File: src/hw/sarrd_pkg.sv
// Purpose: Shared constants, types and helpers for the serial ADC readout link
// Assumes: One 25 MHz clock on both ends; serial clock made by the host end
// Notes:   Times are kept in ns, cycle counts are derived from them
//
// What this block does
// - Host serial clock between 10 kHz and 20 MHz.
// - Host waits 50 ns quiet after release.
// - Device ready within 1 us after wake.
// - Host allows 250 ns acquisition between conversions.
// - Sample cycle: setup, 16 clocks (14 or 12 at 10/8 bits), acquisition.
// - Output driven 4 cycles (160 ns) after select fall; the printed limit is 22 ns.
// - Each next bit follows a falling clock.
// - Output released after the final falling clock.
// - Select fall samples input, starts conversion.
// - Four leading zeros, MSB first, zero padded.
// - Serial clock paces the conversion itself.
package sarrd_pkg;

    // Clock of both ends
    localparam int unsigned CLK_PERIOD_NS = 40;

    // Serial clock limits in kHz
    localparam int unsigned SCLK_MAX_KHZ     = 20000;
    localparam int unsigned SCLK_MIN_KHZ     = 10;
    localparam int unsigned SCLK_MIN_EXT_KHZ = 20;

    // Link times as printed, in ns
    localparam int unsigned QUIET_GAP_NS   = 50;
    localparam int unsigned ACQ_WINDOW_NS  = 250;
    localparam int unsigned WAKE_DELAY_NS  = 1000;
    localparam int unsigned SETUP_MIN_NS   = 10;
    localparam int unsigned ENABLE_MAX_NS  = 22;
    localparam int unsigned ACCESS_MAX_NS  = 40;
    localparam int unsigned RELEASE_MAX_NS = 36;

    // Least times round up, longest times round down, never below one cycle
    localparam int unsigned QUIET_GAP_CYC =
        (QUIET_GAP_NS + CLK_PERIOD_NS - 1) / CLK_PERIOD_NS;
    localparam int unsigned ACQ_WINDOW_CYC =
        (ACQ_WINDOW_NS + CLK_PERIOD_NS - 1) / CLK_PERIOD_NS;
    localparam int unsigned WAKE_DELAY_CYC =
        (WAKE_DELAY_NS / CLK_PERIOD_NS > 0) ? WAKE_DELAY_NS / CLK_PERIOD_NS : 1;

    // Counter widths and host pacing
    localparam int unsigned CNT_W  = 4;
    localparam int unsigned WAKE_W = 5;
    localparam logic [CNT_W-1:0] HALF_CYC = 4'h8;
    localparam logic [CNT_W-1:0] GAP_CYC  =
        CNT_W'(ACQ_WINDOW_CYC + QUIET_GAP_CYC);
    localparam logic [WAKE_W-1:0] WAKE_LAST = WAKE_W'(WAKE_DELAY_CYC - 1);
    localparam logic [CNT_W-1:0] CNT_ONE  = 4'h1;

    // Pin synchroniser depth
    localparam int unsigned SYNC_W = 3;

    // Frame layout
    localparam int unsigned FRAME_BITS = 16;
    localparam int unsigned RES_BITS   = 12;
    localparam int unsigned LEN_W      = 5;
    localparam logic [LEN_W-1:0] LEN_12 = 5'h10;
    localparam logic [LEN_W-1:0] LEN_10 = 5'h0E;
    localparam logic [LEN_W-1:0] LEN_8  = 5'h0C;
    localparam logic [LEN_W-1:0] LEN_ONE = 5'h01;

    // Resolution variants
    typedef enum logic [1:0] {
        SARRD_RES_12,
        SARRD_RES_10,
        SARRD_RES_8
    } sarrd_res_t;

    // Serial clock periods per conversion
    function automatic logic [LEN_W-1:0] sarrd_conv_len(input sarrd_res_t r);
        case (r)
            SARRD_RES_10: sarrd_conv_len = LEN_10;
            SARRD_RES_8:  sarrd_conv_len = LEN_8;
            default:      sarrd_conv_len = LEN_12;
        endcase
    endfunction

    // Outgoing frame: leading zeros, result MSB first, trailing zeros
    function automatic logic [FRAME_BITS-1:0] sarrd_frame(input sarrd_res_t r,
                                                          input logic [RES_BITS-1:0] v);
        case (r)
            SARRD_RES_10: sarrd_frame = {4'h0, v[11:2], 2'h0};
            SARRD_RES_8:  sarrd_frame = {4'h0, v[11:4], 4'h0};
            default:      sarrd_frame = {4'h0, v};
        endcase
    endfunction

    // Right-justified result from the received bits
    function automatic logic [RES_BITS-1:0] sarrd_result(input sarrd_res_t r,
                                                         input logic [FRAME_BITS-1:0] s);
        case (r)
            SARRD_RES_10: sarrd_result = {2'h0, s[9:0]};
            SARRD_RES_8:  sarrd_result = {4'h0, s[7:0]};
            default:      sarrd_result = s[11:0];
        endcase
    endfunction

endpackage

File: src/hw/sarrd_link_if.sv
// Purpose: Select, serial clock and result line between host and converter
// Assumes: Both ends on one clock; the host masks the shared data wire with serial_result_oe
// Notes:   serial_result_oe high means the converter drives the line
`timescale 1ns/100ps
`default_nettype none
interface sarrd_link_if;
    logic select_n;
    logic serial_clk;
    logic serial_result_out;
    logic serial_result_oe;

    // Converter end
    modport device (
        input  select_n,
        input  serial_clk,
        output serial_result_out,
        output serial_result_oe
    );

    // Host end
    modport host (
        output select_n,
        output serial_clk,
        input  serial_result_out,
        input  serial_result_oe
    );
endinterface
`default_nettype wire

File: src/hw/sarrd_device.sv
// Purpose: Converter end: sample on select fall, shift result on serial clock
// Assumes: Select and serial clock arrive as pins and are synchronised here
// Notes:   Pin reaction has a few cycles of latency; host paces the clock slowly
`timescale 1ns/100ps
`default_nettype none
module sarrd_device (
    // Clock and reset
    input  wire logic                               clk,
    input  wire logic                               nrst,
    // Link
    sarrd_link_if.device                            link,
    // Converter settings and analog stand-in
    input  wire sarrd_pkg::sarrd_res_t              variant,
    input  wire logic [sarrd_pkg::RES_BITS-1:0]     sample_value,
    input  wire logic                               power_down,
    // Status
    output logic                                    awake,
    output logic                                    converting,
    output logic                                    sample_taken
);

    typedef enum logic [2:0] {
        DEV_ASLEEP,
        DEV_WAKING,
        DEV_IDLE,
        DEV_SHIFT,
        DEV_DONE
    } sarrd_dev_state_t;

    // Pin synchronisers and filtered levels
    logic [sarrd_pkg::SYNC_W-1:0] sel_sync_reg;
    logic [sarrd_pkg::SYNC_W-1:0] sel_sync_next;
    logic [sarrd_pkg::SYNC_W-1:0] clk_sync_reg;
    logic [sarrd_pkg::SYNC_W-1:0] clk_sync_next;
    logic                         sel_lvl_reg;
    logic                         sel_lvl_next;
    logic                         sclk_lvl_reg;
    logic                         sclk_lvl_next;
    logic                         sel_fall;
    logic                         sel_rise;
    logic                         sclk_fall;

    // Conversion state
    sarrd_dev_state_t                   state_reg;
    sarrd_dev_state_t                   state_next;
    logic [sarrd_pkg::FRAME_BITS-1:0]   shift_reg;
    logic [sarrd_pkg::FRAME_BITS-1:0]   shift_next;
    logic [sarrd_pkg::LEN_W-1:0]        edge_cnt_reg;
    logic [sarrd_pkg::LEN_W-1:0]        edge_cnt_next;
    logic [sarrd_pkg::LEN_W-1:0]        len_reg;
    logic [sarrd_pkg::LEN_W-1:0]        len_next;
    logic [sarrd_pkg::WAKE_W-1:0]       wake_cnt_reg;
    logic [sarrd_pkg::WAKE_W-1:0]       wake_cnt_next;
    logic                               sdo_reg;
    logic                               sdo_next;
    logic                               oe_reg;
    logic                               oe_next;
    logic                               awake_reg;
    logic                               awake_next;
    logic                               conv_reg;
    logic                               conv_next;
    logic                               taken_reg;
    logic                               taken_next;

    // Three flops per pin; a level changes once the second and third agree
    always_comb begin
        sel_sync_next = {sel_sync_reg[1:0], link.select_n};
        clk_sync_next = {clk_sync_reg[1:0], link.serial_clk};
        sel_lvl_next  = sel_lvl_reg;
        sclk_lvl_next = sclk_lvl_reg;
        if (sel_sync_reg[1] == sel_sync_reg[2]) begin
            sel_lvl_next = sel_sync_reg[2];
        end
        if (clk_sync_reg[1] == clk_sync_reg[2]) begin
            sclk_lvl_next = clk_sync_reg[2];
        end
        // Edges taken early from the next level to save a cycle of latency
        sel_fall  = sel_lvl_reg & ~sel_lvl_next;
        sel_rise  = ~sel_lvl_reg & sel_lvl_next;
        sclk_fall = sclk_lvl_reg & ~sclk_lvl_next;
    end

    // Synchroniser registers; idle link levels are high
    always_ff @(posedge clk or negedge nrst) begin
        if (!nrst) begin
            sel_sync_reg <= 3'h7;
            clk_sync_reg <= 3'h7;
            sel_lvl_reg  <= 1'h1;
            sclk_lvl_reg <= 1'h1;
        end else begin
            sel_sync_reg <= sel_sync_next;
            clk_sync_reg <= clk_sync_next;
            sel_lvl_reg  <= sel_lvl_next;
            sclk_lvl_reg <= sclk_lvl_next;
        end
    end

    // Conversion sequencer, paced by select edges, serial clock falls and the wake count
    always_comb begin
        state_next    = state_reg;
        shift_next    = shift_reg;
        edge_cnt_next = edge_cnt_reg;
        len_next      = len_reg;
        wake_cnt_next = wake_cnt_reg;
        sdo_next      = sdo_reg;
        oe_next       = oe_reg;
        taken_next    = 1'h0;
        case (state_reg)
            DEV_ASLEEP: begin
                oe_next = 1'h0;
                if (!power_down) begin
                    wake_cnt_next = '0;
                    state_next    = DEV_WAKING;
                end
            end
            DEV_WAKING: begin
                // Fixed wake count, equal to the allowed delay in cycles
                wake_cnt_next = wake_cnt_reg + 5'h01;
                if (wake_cnt_reg == sarrd_pkg::WAKE_LAST) begin
                    state_next = DEV_IDLE;
                end
            end
            DEV_IDLE: begin
                if (sel_fall) begin
                    // Hold the input and start converting at once
                    shift_next    = sarrd_pkg::sarrd_frame(variant, sample_value);
                    len_next      = sarrd_pkg::sarrd_conv_len(variant);
                    edge_cnt_next = '0;
                    sdo_next      = shift_next[sarrd_pkg::FRAME_BITS-1];
                    oe_next       = 1'h1;
                    taken_next    = 1'h1;
                    state_next    = DEV_SHIFT;
                end
            end
            DEV_SHIFT: begin
                if (sel_rise) begin
                    // Select ended the frame early: let go of the line
                    oe_next    = 1'h0;
                    sdo_next   = 1'h0;
                    state_next = DEV_IDLE;
                end else if (sclk_fall) begin
                    edge_cnt_next = edge_cnt_reg + sarrd_pkg::LEN_ONE;
                    if (edge_cnt_next == len_reg) begin
                        oe_next    = 1'h0;
                        sdo_next   = 1'h0;
                        state_next = DEV_DONE;
                    end else begin
                        shift_next = {shift_reg[sarrd_pkg::FRAME_BITS-2:0], 1'h0};
                        sdo_next   = shift_reg[sarrd_pkg::FRAME_BITS-2];
                    end
                end
            end
            DEV_DONE: begin
                // Extra clocks are ignored until select goes high again
                if (sel_rise) begin
                    state_next = DEV_IDLE;
                end
            end
            default: begin
                oe_next    = 1'h0;
                state_next = DEV_ASLEEP;
            end
        endcase
        // Power-down wins over everything but the sample_taken pulse and releases the line
        if (power_down) begin
            oe_next    = 1'h0;
            sdo_next   = 1'h0;
            state_next = DEV_ASLEEP;
        end
        awake_next = (state_next != DEV_ASLEEP) && (state_next != DEV_WAKING);
        conv_next  = (state_next == DEV_SHIFT);
    end

    // Sequencer registers; reset starts asleep with the line released
    always_ff @(posedge clk or negedge nrst) begin
        if (!nrst) begin
            state_reg    <= DEV_ASLEEP;
            shift_reg    <= '0;
            edge_cnt_reg <= '0;
            len_reg      <= sarrd_pkg::LEN_12;
            wake_cnt_reg <= '0;
            sdo_reg      <= 1'h0;
            oe_reg       <= 1'h0;
            awake_reg    <= 1'h0;
            conv_reg     <= 1'h0;
            taken_reg    <= 1'h0;
        end else begin
            state_reg    <= state_next;
            shift_reg    <= shift_next;
            edge_cnt_reg <= edge_cnt_next;
            len_reg      <= len_next;
            wake_cnt_reg <= wake_cnt_next;
            sdo_reg      <= sdo_next;
            oe_reg       <= oe_next;
            awake_reg    <= awake_next;
            conv_reg     <= conv_next;
            taken_reg    <= taken_next;
        end
    end

    // Outputs come straight from flops
    assign link.serial_result_out = sdo_reg;
    assign link.serial_result_oe  = oe_reg;
    assign awake                  = awake_reg;
    assign converting             = conv_reg;
    assign sample_taken           = taken_reg;

endmodule
`default_nettype wire

File: src/flat_wrapper.sv
// flat-port wrapper written by rule: the top's interface ports become plain ports
module sarrd_device_flat 
  (clk, nrst, variant, sample_value, power_down, awake, converting, sample_taken, link_select_n, link_serial_clk, link_serial_result_out, link_serial_result_oe);
  sarrd_link_if link_i ();
  input  wire logic clk;
  input  wire logic nrst;
  input  wire sarrd_pkg::sarrd_res_t variant;
  input  wire logic [sarrd_pkg::RES_BITS-1:0] sample_value;
  input  wire logic power_down;
  output logic awake;
  output logic converting;
  output logic sample_taken;
  input wire logic [$bits(link_i.select_n)-1:0] link_select_n;
  input wire logic [$bits(link_i.serial_clk)-1:0] link_serial_clk;
  output wire logic [$bits(link_i.serial_result_out)-1:0] link_serial_result_out;
  output wire logic [$bits(link_i.serial_result_oe)-1:0] link_serial_result_oe;
  assign link_i.select_n = link_select_n;
  assign link_i.serial_clk = link_serial_clk;
  assign link_serial_result_out = link_i.serial_result_out;
  assign link_serial_result_oe = link_i.serial_result_oe;
  sarrd_device u_core (.clk(clk), .nrst(nrst), .link(link_i), .variant(variant), .sample_value(sample_value), .power_down(power_down), .awake(awake), .converting(converting), .sample_taken(sample_taken));
endmodule
File: config.mk
export PLATFORM = sky130hd
export DESIGN_NAME = sarrd_device_flat
export DESIGN_NICKNAME = d
export VERILOG_FILES = /design/src/hw/sarrd_pkg.sv /design/src/hw/sarrd_link_if.sv /design/src/hw/sarrd_device.sv /design/src/flat_wrapper.sv
export SDC_FILE = /design/constraint.sdc
export NUM_CORES = 1
export LEC_CHECK = 0
export ABC_AREA = 1
export BUFFER_PORTS_ARGS = -buffer_cell sky130_fd_sc_hd__buf_4
export CAP_MARGIN = 20
export CORE_ASPECT_RATIO = 0.8
export CORE_UTILIZATION = 40
export CTS_BUF_LIST = sky130_fd_sc_hd__clkbuf_8
export CTS_CLUSTER_SIZE = 30
export DETAILED_ROUTE_END_ITERATION = 6
export SLEW_MARGIN = 40
export SYNTH_ARGS = -nofsm -noshare
export SYNTH_HDL_FRONTEND = slang
export SYNTH_SLANG_ARGS = --single-unit
File: constraint.sdc
create_clock -name clk -period 5.47 [get_ports clk]
set_clock_uncertainty 0.1 [all_clocks]
set_input_delay 0.8205 -clock clk [delete_from_list [all_inputs] [get_ports clk]]
set_output_delay 0.8205 -clock clk [all_outputs]
set_load 0.01 [all_outputs]
==> impl_metrics.ini <==
[die]
core_area_um2 = 5180
io_pins = 24
die_h_um = 68.8
die_w_um = 85.5
start_util_pct = 43.1
die-area_um2 = 5890
rows = 23

[yosys]
synthSimpleGateAreaFrac_pct = 32.2
syn_area_um2 = 2230
synth-compound-area-share_pct = 7.74
async_flop_share_pct = 100
synth_top_area_share_pct = 39.2
synth_most_common_cell = nand2_1
netlist_top_cells_count = nand2_1, dfrtp_1, nand3_1, inv_1, o21ai_0
yosys-top-cells-area = dfrtp_1, nand2_1, dfstp_2
avgSynthCellArea_um2 = 8.09
synth_top_family_by_area = simple AND/OR/NAND/NOR gates
synth_fa_ha_area_share_pct = 3.25
ys_seq_area_share_pct = 49.8
synth-seq-cells = 44
synth_largest_area_cell = dfrtp_1
synth_cells = 276
syn_nets = 300
synthXorXnorAreaFrac_pct = 0.392
synth_cell_types = 32
synth_edf_count = 0
synthFlopType = dfrtp_1
muxShareOfSynthArea_pct = 0
ys.warnings.count = 0

[drt]
first_iter_violations = 102
totalWireLength_mm = 4.51
routedWlPerCell_um = 12.3
viasPerCell = 4.92
drc = 0
postRouteAntennaNets = 0
vias = 1797
first_pass_iters = 4

[cells_and_area]
fillers = 510
regArea_um2 = 1110
largest_reg_flops = 15
drive_above_1_share_pct = 18.5
diodes = 0
nNetsFinal = 326
area_delta_synth_final_pct = 14.1
utilization_pct = 49.2
multi_input_area_um2 = 972

[power]
peakVddDrop_v = 0.000124
p_comb_share_pct = 9.9
p_per_area_nw_per_um2 = 247
power.internal_uw = 471
p_clk_share_pct = 33.5
switching_share_pct = 25.1
total_leakage_power_uw = 0.00129
seq_power_share_pct = 56.7
netSwitchingPower_uw = 158

[timing]
fin_setup_tns_ns = 0
max_slew_margin_pct = 62.8
report.final.hold_viol_count = 0
worstMarginPinSlew_ns = 0.558
maxSlewViolCount = 0
clock.fmax_mhz = 428
period_needed_ns = 2.34
setup_viol_count_final = 0
fin_crit_sh_pct = 42.7
rsz0062_at_grt = no
setup_slack_ns = 3.13

[clocking]
cts_tree = built
clock_latency_ns = 0.29
clock_sinks = 44
cts_hold_buffers = 0
cts_setup_buffers = 0
cts_inserted_buffers = 5
cts_root_buffer = clkbuf_8
cts_resized = 0
max-clock-path-buffers = 2
htreeDepth = 2
cts.clk_slew.worst_paths_ns = 0.09

[grt]
grt_max_degree = 45
grt_first_pass_wirelength_mm = 7.63
grt_pass1_vias = 1638
groute.usage.overall_pct = 17.1
overflow = 0
antenna_found_initial = 0

[critical_path]
startpoint_type = register
regToRegStartpoint = u_core.state_reg[2]
crit_arrival_ns = 2.41
worstPathRequired_ns = 5.54
critPathLaunch = u_core.state_reg[2]
crit_type = reg2reg
end_kind = register
crit_fanout = 18

[min_path]
hold_start = u_core.clk_sync_reg[0]
hold_path.class = reg2reg

[run]
max_cap_viol_count = 0

[place]
finalWeightedCongestion = 0.814
post-place-ws_ns = 3.12
port_buffers = 23
hpwl_mm = 3.33

[outcome]
outcome = finished, final reports clean
[per-layer routing]
metal / up-vias / GRT usage (%) / wire length (um)
met5: - / 0 / 0
met1: 827 / 24.8 / 2420
met2: 31 / 25.3 / 1930
met4: 0 / 5.63 / 0
li1: 939 / - / -
met3: 0 / 4.05 / 163
[worst max-delay path, cell delays in order (launching register included)]
cell and delay [ns]:
dfrtp_1 0.39, inv_2 0.07, nand3_2 0.23, clkinv_1 0.47, nand2_1 0.34, nand2_2 0.24, nand2_4 0.26, o21ai_0 0.11
[stage by stage]
step	hold WS, ns	std cells	power [uW]	area (um^2)
floorplan	0.245	276	397	2230
global placement	0.247	357	425	2450
detailed placement	0.248	357	425	2450
CTS	0.261	365	639	2550
global route	0.266	365	663	2550
finish	0.259	365	628	2550
[cells in the final DEF, fill, tap and decap left out, types with 4 or more instances in the layout]
master    instances
inv_1            29
dfrtp_1          35
a21oi_1           4
nand2_1          92
nand4_1           4
dfstp_2           9
nor2_1           15
nand2_2           5
ha_1              5
clkbuf_8          6
o21ai_0          18
nand3_1          30
buf_4            23
[cell families (layout without fill, tap and decap cells)]
kind of cell | after synthesis | after routing
and+or+nand+nor | 158 | 158
DFF | 44 | 44
buffers and inverters | 36 | 63
AOI/OAI and AO/OA | 31 | 31
adders and majority gates | 6 | 6
xor gates and xnor gates | 1 | 1
[cell type report]
cell class / instances / area share [%]
sequential: 44 / 43.7
multi-input combinational: 196 / 38.2
timing repair buffer: 23 / 6.78
inverter: 32 / 4.72
clock buffer: 6 / 3.24
tap: 62 / 3.05
clock inverter: 2 / 0.393
[final timing paths]
check	to	slack [ns]	cells after the start
setup / recovery	u_core.shift_reg[3]	3.13	7
hold / removal	u_core.clk_sync_reg[1]	0.26	0
setup reg to reg	u_core.shift_reg[3]	3.13	7
hold reg to reg	u_core.clk_sync_reg[1]	0.26	0
max in group asynchronous	u_core.clk_sync_reg[0]	4.47	1
min in group asynchronous	u_core.link.serial_result_oe	0.41	1
[power by group through the flow]
stage / clock, uW / sequential [uW] / combinational (uW)
final: 210 / 356 / 62.1
after global routing: 233 / 358 / 72.0
after CTS: 220 / 356 / 63.3
after detailed placement: 0 / 362 / 63.0
after global placement: 0 / 362 / 62.8
after floorplan: 0 / 359 / 38.0
No activity file was read; power rests on OpenSTA's default activity.
